File: config.mk
export PLATFORM = sky130hd
export DESIGN_NAME = lfb_addr_gen
export DESIGN_NICKNAME = d
export VERILOG_FILES = /design/src/lfb_pkg.sv /design/src/lfb_addr_gen.sv /design/src/lfb_byte_order.sv /design/src/lfb_alt_drive.sv
export VERILOG_INCLUDE_DIRS = /design/src
export SDC_FILE = /design/constraint.sdc
export NUM_CORES = 1
export LEC_CHECK = 0
export BUFFER_PORTS_ARGS = -buffer_cell sky130_fd_sc_hd__buf_2
export CELL_PAD_IN_SITES_DETAIL_PLACEMENT = 0
export CELL_PAD_IN_SITES_GLOBAL_PLACEMENT = 1
export CORE_AREA = 2 2 241 243
export CTS_BUF_LIST = sky130_fd_sc_hd__clkbuf_8
export DETAILED_ROUTE_END_ITERATION = 6
export DIE_AREA = 0 0 243 245
export PLACE_DENSITY_LB_ADDON = 0.1
export REMOVE_ABC_BUFFERS = 1
export SYNTH_ARGS = -nofsm -noshare
export SYNTH_HDL_FRONTEND = slang
export SYNTH_HIERARCHICAL = 1
export SYNTH_SLANG_ARGS = --single-unit
File: constraint.sdc
create_clock -name clk -period 10.7 [get_ports clk]
set_input_delay 2.675 -clock clk [delete_from_list [all_inputs] [get_ports clk]]
set_output_delay 2.675 -clock clk [all_outputs]
set_load 0.05 [all_outputs]
File: src/lfb_cfg.svh
// Constants for the frame-buffer address generator: offsets, fields, resets, counts.
// Assumes a 32-bit register port and a word-wide burst read port to system memory.
`ifndef LFB_CFG_SVH
`define LFB_CFG_SVH
`define LFB_OFS_CONTROL 32'h01F00000
`define LFB_OFS_SIZE 32'h01F00004
`define LFB_OFS_UPPER 32'h01F00008
`define LFB_OFS_LOWER 32'h01F0000C
`define LFB_OFS_GEOM 32'h01F00010
`define LFB_OFS_TEST 32'h01F00040
`define LFB_MASK_CONTROL 32'h000000E1
`define LFB_MASK_SIZE 32'h000003FF
`define LFB_MASK_UPPER 32'h1FFFFFFF
`define LFB_MASK_LOWER 32'h3FFFFFFF
`define LFB_MASK_GEOM 32'h000FFFFF
`define LFB_MASK_TEST 32'h00000001
`define LFB_RST_REG 32'h00000000
`define LFB_ENABLE_BIT 0
`define LFB_TMODE_BIT 7
`define LFB_SCAN_HI 6
`define LFB_SCAN_LO 5
`define LFB_LCNT_HI 31
`define LFB_LCNT_LO 22
`define LFB_VLC_HI 9
`define LFB_VLC_LO 0
`define LFB_PIX_HI 28
`define LFB_PIX_LO 27
`define LFB_BANK_HI 26
`define LFB_BANK_LO 21
`define LFB_BASE_HI 20
`define LFB_BASE_LO 0
`define LFB_SWAP_BIT 29
`define LFB_RATE_HI 28
`define LFB_RATE_LO 21
`define LFB_OFF_HI 19
`define LFB_OFF_LO 9
`define LFB_PW_HI 8
`define LFB_PW_LO 0
`define LFB_SREF_BIT 0
`define LFB_LAST_BEAT 2'h3
`define LFB_BURST_HW 10'h008
`endif

File: src/lfb_pkg.sv
// Types shared by the frame-buffer address generator files.
// Assumes the constants header is included by each design file.
package lfb_pkg;
  typedef enum logic [1:0] {
    ST_IDLE = 2'h0,
    ST_REQ = 2'h1,
    ST_BEAT = 2'h3,
    ST_STEP = 2'h2
  } lfb_state_t;
  typedef enum logic [1:0] {
    SCAN_DUAL4 = 2'h0,
    SCAN_SINGLE4 = 2'h1,
    SCAN_SINGLE8 = 2'h2,
    SCAN_UNUSED = 2'h3
  } lfb_scan_t;
  typedef enum logic [1:0] {
    PIX_MONO = 2'h0,
    PIX_GRAY4 = 2'h1,
    PIX_GRAY16 = 2'h2,
    PIX_COLOR = 2'h3
  } lfb_pix_t;
endpackage

File: src/lfb_addr_gen.sv
// Frame-buffer address generator: registers, burst DMA fetch and line/frame sequencing.
// Assumes a word-wide memory read port with four data beats per grant, and a display
// FIFO that raises fifoReady only while it has room for a whole burst.
`timescale 1ns/100ps
`include "lfb_cfg.svh"
module lfb_addr_gen (
  // Clock, reset, clock enable.
  input wire logic clk,
  input wire logic rst,
  input wire logic ce,
  // Register port.
  input wire logic [31:0] regAddr,
  input wire logic [31:0] regWrData,
  input wire logic regWrStb,
  input wire logic regRdStb,
  output logic [31:0] regRdData,
  // Memory burst read port.
  output logic memReq,
  output logic [27:0] memAddr,
  input wire logic memGnt,
  input wire logic memRdValid,
  input wire logic [31:0] memRdData,
  // Display FIFO side.
  input wire logic fifoReady,
  output logic fifoWrValid,
  output logic [31:0] fifoWrData,
  output logic fifoFlush,
  output logic fifoLowerHalf,
  // Panel settings and status.
  output logic displayEnable,
  output logic panelSelfRefreshEn,
  output lfb_pkg::lfb_pix_t pixelFormatSel,
  output lfb_pkg::lfb_scan_t scanMode,
  output logic altDriveSignal,
  output logic frameEnd
);
  import lfb_pkg::*;

  logic [31:0] control_ff;
  logic [31:0] size_ff;
  logic [31:0] frameStartUpper_ff;
  logic [31:0] frameStartLower_ff;
  logic [31:0] geometry_ff;
  logic [31:0] testControl_ff;
  logic [31:0] rdData_ff;
  lfb_state_t state_ff;
  logic [1:0] beat_ff;
  logic [5:0] bankAct_ff;
  logic [20:0] curPtr_ff;
  logic [20:0] startU_ff;
  logic [20:0] startL_ff;
  logic onLower_ff;
  logic [9:0] rem_ff;
  logic [9:0] line_counter_ff;
  logic fifoWrValid_ff;
  logic [31:0] fifoWrData_ff;
  logic [31:0] swapped;
  logic [8:0] page_width_a;
  logic [10:0] lineOffset;
  logic [9:0] vertLines;
  logic dualScan;
  logic lastBurst;
  logic lineDone;
  logic frameDone;
  logic beatTaken;
  logic [20:0] newStart;

  assign displayEnable = control_ff[`LFB_ENABLE_BIT];
  assign page_width_a = geometry_ff[`LFB_PW_HI:`LFB_PW_LO];
  assign lineOffset = geometry_ff[`LFB_OFF_HI:`LFB_OFF_LO];
  assign vertLines = size_ff[`LFB_VLC_HI:`LFB_VLC_LO];
  assign dualScan = (scanMode == SCAN_DUAL4);
  assign panelSelfRefreshEn = testControl_ff[`LFB_SREF_BIT];
  assign pixelFormatSel = lfb_pix_t'(frameStartUpper_ff[`LFB_PIX_HI:`LFB_PIX_LO]);
  assign scanMode = lfb_scan_t'(control_ff[`LFB_SCAN_HI:`LFB_SCAN_LO]);
  assign regRdData = rdData_ff;

  // Register writes; the line counter field is read-only.
  always_ff @(posedge clk) begin
    if (rst) begin
      control_ff <= `LFB_RST_REG;
      size_ff <= `LFB_RST_REG;
      frameStartUpper_ff <= `LFB_RST_REG;
      frameStartLower_ff <= `LFB_RST_REG;
      geometry_ff <= `LFB_RST_REG;
      testControl_ff <= `LFB_RST_REG;
    end else if (ce && regWrStb) begin
      if (regAddr == `LFB_OFS_CONTROL) begin
        control_ff <= regWrData & `LFB_MASK_CONTROL;
      end else if (regAddr == `LFB_OFS_SIZE) begin
        size_ff <= regWrData & `LFB_MASK_SIZE;
      end else if (regAddr == `LFB_OFS_UPPER) begin
        frameStartUpper_ff <= regWrData & `LFB_MASK_UPPER;
      end else if (regAddr == `LFB_OFS_LOWER) begin
        frameStartLower_ff <= regWrData & `LFB_MASK_LOWER;
      end else if (regAddr == `LFB_OFS_GEOM) begin
        geometry_ff <= regWrData & `LFB_MASK_GEOM;
      end else if (regAddr == `LFB_OFS_TEST) begin
        testControl_ff <= regWrData & `LFB_MASK_TEST;
      end
    end
  end

  // Read data stands in the cycle after the strobe; unmapped addresses read zero.
  always_ff @(posedge clk) begin
    if (rst) begin
      rdData_ff <= `LFB_RST_REG;
    end else if (ce && regRdStb) begin
      if (regAddr == `LFB_OFS_CONTROL) begin
        rdData_ff <= {line_counter_ff, control_ff[21:0]};
      end else if (regAddr == `LFB_OFS_SIZE) begin
        rdData_ff <= size_ff;
      end else if (regAddr == `LFB_OFS_UPPER) begin
        rdData_ff <= frameStartUpper_ff;
      end else if (regAddr == `LFB_OFS_LOWER) begin
        rdData_ff <= frameStartLower_ff;
      end else if (regAddr == `LFB_OFS_GEOM) begin
        rdData_ff <= geometry_ff;
      end else if (regAddr == `LFB_OFS_TEST) begin
        rdData_ff <= testControl_ff;
      end else begin
        rdData_ff <= `LFB_RST_REG;
      end
    end
  end

  // Burst and line bookkeeping.
  assign lastBurst = (rem_ff <= `LFB_BURST_HW);
  assign lineDone = ce && displayEnable && (state_ff == ST_STEP) && lastBurst;
  assign frameDone = lineDone && (!dualScan || onLower_ff) && (line_counter_ff == 10'h000);
  assign frameEnd = frameDone;
  assign beatTaken = (state_ff == ST_BEAT) && memRdValid;
  assign newStart = (onLower_ff ? startL_ff : startU_ff) + {12'h000, page_width_a}
    + {10'h000, lineOffset};

  // Request stands while waiting for a grant and the FIFO has room for a burst.
  assign memReq = (state_ff == ST_REQ) && displayEnable && fifoReady;
  assign memAddr = {bankAct_ff, curPtr_ff, 1'b0};
  assign fifoFlush = ~displayEnable;
  assign fifoLowerHalf = onLower_ff;

  // Fetch sequencer.
  always_ff @(posedge clk) begin
    if (rst) begin
      state_ff <= ST_IDLE;
      beat_ff <= 2'h0;
    end else if (ce) begin
      if (!displayEnable) begin
        state_ff <= ST_IDLE;
        beat_ff <= 2'h0;
      end else begin
        case (state_ff)
          ST_IDLE: begin
            state_ff <= ST_REQ;
          end
          ST_REQ: begin
            beat_ff <= 2'h0;
            if (memReq && memGnt) begin
              state_ff <= ST_BEAT;
            end
          end
          ST_BEAT: begin
            if (memRdValid) begin
              beat_ff <= beat_ff + 2'h1;
              if (beat_ff == `LFB_LAST_BEAT) begin
                state_ff <= ST_STEP;
              end
            end
          end
          default: begin
            state_ff <= ST_REQ;
          end
        endcase
      end
    end
  end

  // Address counters, line starts and line counter.
  always_ff @(posedge clk) begin
    if (rst) begin
      bankAct_ff <= 6'h00;
      curPtr_ff <= 21'h000000;
      startU_ff <= 21'h000000;
      startL_ff <= 21'h000000;
      onLower_ff <= 1'b0;
      rem_ff <= 10'h000;
      line_counter_ff <= 10'h000;
    end else if (ce) begin
      if ((displayEnable && state_ff == ST_IDLE) || frameDone) begin
        // Frame start takes the latest bank and base values.
        bankAct_ff <= frameStartUpper_ff[`LFB_BANK_HI:`LFB_BANK_LO];
        curPtr_ff <= frameStartUpper_ff[`LFB_BASE_HI:`LFB_BASE_LO];
        startU_ff <= frameStartUpper_ff[`LFB_BASE_HI:`LFB_BASE_LO];
        startL_ff <= frameStartLower_ff[`LFB_BASE_HI:`LFB_BASE_LO];
        onLower_ff <= 1'b0;
        rem_ff <= {1'b0, page_width_a};
        line_counter_ff <= vertLines;
      end else if (displayEnable && state_ff == ST_STEP) begin
        if (!lastBurst) begin
          curPtr_ff <= curPtr_ff + 21'h000008;
          rem_ff <= rem_ff - `LFB_BURST_HW;
        end else begin
          rem_ff <= {1'b0, page_width_a};
          if (onLower_ff) begin
            startL_ff <= newStart;
          end else begin
            startU_ff <= newStart;
          end
          if (dualScan && !onLower_ff) begin
            onLower_ff <= 1'b1;
            curPtr_ff <= startL_ff;
          end else begin
            onLower_ff <= 1'b0;
            curPtr_ff <= dualScan ? startU_ff : newStart;
            line_counter_ff <= line_counter_ff - 10'h001;
          end
        end
      end
    end
  end

  lfb_byte_order u_order (
    .din(memRdData),
    .swap(frameStartLower_ff[`LFB_SWAP_BIT]),
    .dout(swapped)
  );

  // Fetched words enter the display FIFO in the selected byte order.
  always_ff @(posedge clk) begin
    if (rst) begin
      fifoWrValid_ff <= 1'b0;
      fifoWrData_ff <= 32'h00000000;
    end else if (ce) begin
      fifoWrValid_ff <= beatTaken && displayEnable;
      if (beatTaken) begin
        fifoWrData_ff <= swapped;
      end
    end
  end
  assign fifoWrValid = fifoWrValid_ff;
  assign fifoWrData = fifoWrData_ff;

  lfb_alt_drive u_alt (
    .clk(clk),
    .rst(rst),
    .ce(ce),
    .lineEnd(lineDone && (!dualScan || onLower_ff)),
    .frameEnd(frameDone),
    .toggleMode(control_ff[`LFB_TMODE_BIT]),
    .toggleRate(frameStartLower_ff[`LFB_RATE_HI:`LFB_RATE_LO]),
    .altDriveSignal(altDriveSignal)
  );

  AST_SELF_REFRESH: assert property (@(posedge clk) disable iff (rst)
    ce && regWrStb && regAddr == `LFB_OFS_TEST |=> panelSelfRefreshEn == $past(regWrData[0]))
    else $error("Self refresh bit did not follow the write.");
  AST_BANK_BITS: assert property (@(posedge clk) disable iff (rst)
    memReq |-> memAddr[27:22] == frameStartUpper_ff[`LFB_BANK_HI:`LFB_BANK_LO]
    && memAddr[0] == 1'b0)
    else $error("Fetch address lost its bank bits.");
  AST_BASE_HOLD: assert property (@(posedge clk) disable iff (rst)
    ce && displayEnable && state_ff != ST_IDLE && !frameDone |=> startU_ff != $past(startU_ff)
    |-> $past(lineDone)) else $error("Base moved inside a frame.");
  AST_FOUR_BEATS: assert property (@(posedge clk) disable iff (rst)
    ce && displayEnable && beatTaken && beat_ff == 2'h3 |=> state_ff == ST_STEP)
    else $error("Burst did not end after four beats.");
  AST_FIFO_BEAT: assert property (@(posedge clk) disable iff (rst)
    ce && displayEnable && beatTaken |=> fifoWrValid)
    else $error("Fetched beat did not reach the display FIFO.");
  AST_BURST_STEP: assert property (@(posedge clk) disable iff (rst)
    ce && displayEnable && state_ff == ST_STEP && !lastBurst
    |=> curPtr_ff == $past(curPtr_ff) + 21'h000008)
    else $error("Pointer did not advance by one burst.");
  AST_DISABLE: assert property (@(posedge clk) disable iff (rst)
    ce && !displayEnable |-> fifoFlush ##1 state_ff == ST_IDLE && !memReq)
    else $error("Disable did not stop the fetch.");
  AST_LINE_COUNT: assert property (@(posedge clk) disable iff (rst)
    frameDone |=> line_counter_ff == $past(vertLines))
    else $error("Line counter not reloaded at frame start.");
  AST_COUNT_DOWN: assert property (@(posedge clk) disable iff (rst)
    lineDone && !frameDone && (!dualScan || onLower_ff)
    |=> line_counter_ff == $past(line_counter_ff) - 10'h001)
    else $error("Line counter did not count down.");
  AST_READ_COUNT: assert property (@(posedge clk) disable iff (rst)
    ce && regRdStb && regAddr == `LFB_OFS_CONTROL |=> regRdData[31:22] == $past(line_counter_ff))
    else $error("Line counter read did not return the count.");
  AST_FRAME_RELOAD: assert property (@(posedge clk) disable iff (rst)
    frameDone |=> curPtr_ff == $past(frameStartUpper_ff[`LFB_BASE_HI:`LFB_BASE_LO])
    && startL_ff == $past(frameStartLower_ff[`LFB_BASE_HI:`LFB_BASE_LO]) && !onLower_ff)
    else $error("Counters not reloaded at frame start.");
  AST_LOWER_START: assert property (@(posedge clk) disable iff (rst)
    lineDone && dualScan && !onLower_ff |=> onLower_ff && curPtr_ff == $past(startL_ff))
    else $error("Lower half did not start at its own counter.");
  AST_BYTE_ORDER: assert property (@(posedge clk) disable iff (rst)
    ce && beatTaken && frameStartLower_ff[`LFB_SWAP_BIT]
    |=> fifoWrData_ff[7:0] == $past(memRdData[31:24]))
    else $error("Swapped word has the wrong byte order.");
  AST_LINE_SKIP: assert property (@(posedge clk) disable iff (rst)
    lineDone && !dualScan && !frameDone |=> curPtr_ff == $past(newStart))
    else $error("Line end did not skip by the offset.");
endmodule

File: src/lfb_byte_order.sv
// Byte order stage: passes a fetched word straight or with its bytes reversed.
// Assumes a registered consumer; purely combinational.
`timescale 1ns/100ps
module lfb_byte_order (
  // Word in and swap select.
  input wire logic [31:0] din,
  input wire logic swap,
  // Word out.
  output logic [31:0] dout
);
  genvar gi;
  generate
    for (gi = 0; gi < 4; gi = gi + 1) begin : g_lane
      // Swapped lane gi takes the mirrored byte of the word.
      assign dout[8*gi+7:8*gi] = swap ? din[8*(3-gi)+7:8*(3-gi)] : din[8*gi+7:8*gi];
    end
  endgenerate
endmodule

File: src/lfb_alt_drive.sv
// Alternating panel drive signal: toggles per frame or after a programmed line count.
// Assumes line and frame end pulses from the fetch logic on the same clock.
`timescale 1ns/100ps
`include "lfb_cfg.svh"
module lfb_alt_drive (
  // Clock, reset, enable.
  input wire logic clk,
  input wire logic rst,
  input wire logic ce,
  // Events and settings.
  input wire logic lineEnd,
  input wire logic frameEnd,
  input wire logic toggleMode,
  input wire logic [7:0] toggleRate,
  // Drive signal.
  output logic altDriveSignal
);
  logic [7:0] line_counter_ff;
  logic altSig_ff;
  assign altDriveSignal = altSig_ff;

  always_ff @(posedge clk) begin
    if (rst) begin
      line_counter_ff <= 8'h00;
      altSig_ff <= 1'b0;
    end else if (ce) begin
      if (!toggleMode) begin
        line_counter_ff <= 8'h00;
        if (frameEnd) begin
          altSig_ff <= ~altSig_ff;
        end
      end else if (lineEnd) begin
        // Toggle once one line more than the programmed number has passed.
        if (line_counter_ff >= toggleRate) begin
          line_counter_ff <= 8'h00;
          altSig_ff <= ~altSig_ff;
        end else begin
          line_counter_ff <= line_counter_ff + 8'h01;
        end
      end
    end
  end

  AST_ALT_RATE_HOLD: assert property (@(posedge clk) disable iff (rst)
    ce && toggleMode && lineEnd && (line_counter_ff < toggleRate) |=> altSig_ff == $past(altSig_ff))
    else $error("Drive signal toggled early.");
  AST_ALT_FRAME: assert property (@(posedge clk) disable iff (rst)
    ce && !toggleMode && frameEnd |=> altSig_ff != $past(altSig_ff))
    else $error("Drive signal missed its frame toggle.");
endmodule

== Word level (Yosys, flattened, before mapping) ==
Index checks and enable logic that the tools add are counted.
W data, S select, Z words.

* Flip-flop bits (word level): 262
* Input bits: 104
* Output and inout bits: 104
* Word-level logic and storage cells: 147

* $add $sub $neg: 7
* Magnitude comparators: 2
* Equal/unequal tests: 18
* Muxes and demuxes: 50
* Bitwise gates (word level): 7
* Reduce and logical (&&, ||, !) cells: 43

{| class="wikitable"
|+ Operator list
! kind !! count
|-
| $mux W21 || 14
|-
| $eq A32 B25 Y1 const B || 6
|-
| $mux W30 || 3
|-
| $mux W10 || 7
|-
| $mux W8 || 7
|-
| $mux W32 || 1
|-
| $reduce_and A4 Y1 || 6
|-
| $add A21 B11 Y21 || 1
|-
| $add A21 B4 Y21 const B || 1
|-
| $add A21 B9 Y21 || 1
|-
| $mux W20 || 1
|-
| $logic_and A1 B1 Y1 || 15
|-
| $mux W2 || 6
|-
| $le A10 B4 Y1 const B || 1
|-
| $logic_not A10 Y1 || 1
|-
| $reduce_and A2 Y1 || 5
|-
| $sub A10 B1 Y10 const B || 1
|-
| $sub A10 B4 Y10 const B || 1
|-
| $mux W1 || 9
|-
| $reduce_and A3 Y1 || 3
|-
| $add A8 B1 Y8 const B || 1
|-
| $ge A8 B8 Y1 || 1
|-
| $pmux W2 S2 || 2
|-
| $reduce_bool A2 Y1 || 4
|-
| other kinds (15) || 29
|}

== Depth between registers and ports, before layout ==
* Depth after elaboration: 8
* Depth in mapped cells: 18
* Gate-level depth less buffers: 13

== By module ==
The synthesis kept the hierarchy.

{| class="wikitable"
|+ Modules (own cells, without submodules)
! module !! times used !! cells an instance !! area an instance (um^2) !! sequential area each (um^2)
|-
| lfb_addr_gen || 1 || 1637 || 12902.4 || 5064.9
|-
| lfb_alt_drive || 1 || 81 || 681.9 || 180.2
|-
| lfb_byte_order || 1 || 36 || 544.3 || 0.0
|}

== Worst setup path after synthesis ==
OpenSTA, ideal clock, no wires.

* Path kind: input port to output port
* From: input fifoReady
* To: output memReq
* Data arrival time: 3.821 ns
* Data required time: 8.025 ns
* Setup slack: 4.204 ns
* Stages on the path: 1
* Buffers on the path: 0
* Path through: nor3b_1

* Word-level cells in the longest chain between the ends: 1

{| class="wikitable"
|+ Ends and longest elaborated chain
! element !! RTL line !! source
|-
| start: declaration || lfb_addr_gen.sv:24 || <nowiki>input wire logic fifoReady,</nowiki>
|-
| $logic_and A1 B1 Y1 || lfb_addr_gen.sv:137 || <nowiki>assign memReq = (state_ff == ST_REQ) && displayEnable && fifoReady;</nowiki>
|-
| end: declaration || lfb_addr_gen.sv:18 || <nowiki>output logic memReq,</nowiki>
|}

No other way between the ends.

== Final worst setup path ==
* From: input ce
* To: output frameEnd

* Word-level cells in the longest chain between the ends: 5

{| class="wikitable"
|+ Ends and longest elaborated chain
! element !! RTL line !! source
|-
| start: declaration || lfb_addr_gen.sv:10 || <nowiki>input wire logic ce,</nowiki>
|-
| $logic_and A1 B1 Y1 (3 in a row) || lfb_addr_gen.sv:129 || <nowiki>assign lineDone = ce && displayEnable && (state_ff == ST_STEP) && lastBurst;</nowiki>
|-
| $logic_and A1 B1 Y1 (2 in a row) || lfb_addr_gen.sv:130 || <nowiki>assign frameDone = lineDone && (!dualScan || onLower_ff) && (line_counter_ff == 10'h000);</nowiki>
|-
| end: declaration || lfb_addr_gen.sv:35 || <nowiki>output logic frameEnd</nowiki>
|}

No other way between the ends.

==> flow_summary.toml <==
[sta]
min_period_ns = 7.09
rsz0062_at_grt = "false"
hold_viol_final = 0
setup_violations = 0
slew_violations = 0
fin_skew_ns = 0.0492
worstMarginPinSlew_ns = 1.13
period_share_pct = 66.2
fmax_ghz = 0.141
fin_ws_ns = 3.61
slew_headroom_pct = 24.6
finalSetupTns_ns = 0

[setup_path]
worstPathMaxFanout = 32
crit_start = "ce"
criticalPathCategory = "in2out"
reg2reg_from = "fifoLowerHalf"
required_ns = 8.03
cp.arrival_ns = 4.41
endpoint_kind = "primary output"
cp-start-kind = "primary input"

[flow_run]
cap_viol_max_count = 0

[clock_network]
clk_latency_ns = 0.66
clk_pin_slew_ns = 0.05
cts_setup_buffers = 0
cts_hold_buf = 0
tritoncts = "built"
clk_path_buf_depth = 3
cts_max_level = 2
cts_inserted_buffers = 54
cts_num_sinks = 262
ctsRootBufferMaster = "clkbuf_8"
cts_resized = 0

[synthesis]
ys_seq_area_share_pct = 37.1
yosys_warnings = 6
synthTopCellsByArea = "dfxtp_1, nand2_1, a21oi_1, nor2_1, mux2i_1"
yosysMostFrequentCell = "nand2_1"
synth_edf_count = 0
synth.cell_area_um2 = 14100
avgSynthCellArea_um2 = 8.06
yosysTopAreaCellShare_pct = 37.1
synth_top_area_cell = "dfxtp_1"
synthDistinctLibCells = 93
ys_ff_latch = 262
yosys-top-cells-count = "nand2_1, dfxtp_1, a21oi_1, nor2_1, clkbuf_1"
async_flop_share_pct = 0
synth_cells = 1754
ys.flop_type = "dfxtp_1"

[cells_and_area]
drive_above_1_share_pct = 21.0
syn2layout_area_growth_pct = 18.5
nFillCells = 6322
nets = 2053

[outcome]
outcome = "finished clean"

[floorplan]
start_util_pct = 24.8
dieArea_um2 = 59500
rows = 88
boundaryPins = 208
die_h_um = 245
die_w_um = 243
core-area_um2 = 57000

[power_and_ir_drop]
power_density_nw_per_um2 = 125
ir_drop_v = 0.0000704
p_leak_nw = 6.21

[placed_design]
gp_congestion = 0.773
hpwl_um = 37600
pre_cts_ws_ns = 3.54
numPortBuffers = 204

[detailed_routing]
drc_errors = 0
wirelength_um = 55500
drtIter0Drc = 860
first_pass_iters = 5
wire_per_inst_um = 20.5
num_vias = 13200
final_antenna_net_count = 0
avgViaCountPerCell = 4.88

[global_routing]
grt_pass1_wl_um = 84200
grt.overflow.total = 0
grt_pass1_vias = 13100
grt_usage_pct = 18.5
antenna_found_initial = 1
grt_max_degree = 73

[min_path]
hp-class = "reg2reg"
hold_start = "regRdData[15]"
routing by layer:
| layer | global-route usage [%] | up-vias | share of wire [%] |
|---|---|---|---|
| li1 | - | 6505 | - |
| met1 | 25.9 | 6347 | 49 |
| met2 | 29.4 | 294 | 45 |
| met3 | 2.88 | 78 | 4.2 |
| met4 | 4.82 | 0 | 2.1 |
| met5 | 0 | - | 0 |
final cells by class:
cell class / count / area [um^2] / share of cell area, %
Multi-Input combinational cell: 1334 / 8170 / 48.8
Sequential cell: 262 / 5250 / 31.3
Timing Repair Buffer: 232 / 1240 / 7.40
Tap cell: 765 / 957 / 5.72
Clock buffer: 65 / 895 / 5.34
Clock inverter: 24 / 121 / 0.725
Inverter: 29 / 109 / 0.650
Antenna cell: 1 / 2.50 / 0.0149
power breakdown:
| part | internal (mW) | switching [mW] | total (mW) |
|---|---|---|---|
| registers | 0.978 | 0.00149 | 0.980 |
| clock network | 0.545 | 0.478 | 1.02 |
| logic | 0.0305 | 0.0598 | 0.0903 |
cell usage in the layout, fill, tap and decap left out, types with 18 or more instances in the layout:
cell type,instances
dfxtp_1,260
buf_2,203
ha_1,26
o211ai_1,25
nor2_1,171
inv_1,49
mux2i_1,48
clkbuf_8,66
nand2_1,355
a311oi_1,19
buf_4,28
a21oi_1,220
a211oi_1,47
xnor2_1,18
mux2_2,20
nor3_1,51
mux2_4,30
nand3_1,43
o21ai_0,47
registers in the layout (all words and copies together), names as in the netlist, 20 cells and up:
| register | cells |
|---|---|
| geometry_ff | 20 |
| startL_ff | 21 |
| frameStartUpper_ff | 29 |
| frameStartLower_ff | 30 |
| startU_ff | 21 |
| fifoWrData | 32 |
| curPtr_ff | 21 |
| regRdData | 32 |
cell families after synthesis:
group                      count (synthesis)  share of synthesized area, %
muxes                                    101                          8.66
other                                      1                        0.0265
and+or+nand+nor                          724                          23.1
DFF                                      262                          37.1
adders and majority gates                 36                          3.72
AOI/OAI and AO/OA                        440                          20.1
xor gates and xnor gates                  32                          1.98
buffers and inverters                    158                          5.32
worst max-delay path: stages:
cell and delay [ns]:
buf_2 0.08, buf_4 0.28, and3b_1 0.20, buf_4 0.35, nand2_1 0.15, nor4_4 0.32, buf_2 0.34
final timing paths:
| kind | end | slack, ns | cells past startpoint |
|---|---|---|---|
| min | regRdData[15] | 0.45 | 2 |
| min reg2reg | regRdData[15] | 0.45 | 2 |
| max | frameEnd | 3.61 | 7 |
| max reg2reg | curPtr_ff[12] | 6.11 | 12 |
stage by stage:
stage	util, %	hold slack [ns]	power [mW]	instances	area (um^2)
floorplan	-	0.433	1.03	1625	13500
global placement	27.6	0.438	1.09	2622	15700
detailed placement	27.6	0.444	1.09	2622	15700
CTS	29.4	0.451	2.14	2711	16700
global route	29.4	0.469	2.19	2712	16700
finish	29.4	0.447	2.09	2712	16700
(Power assumes the default switching activity.)
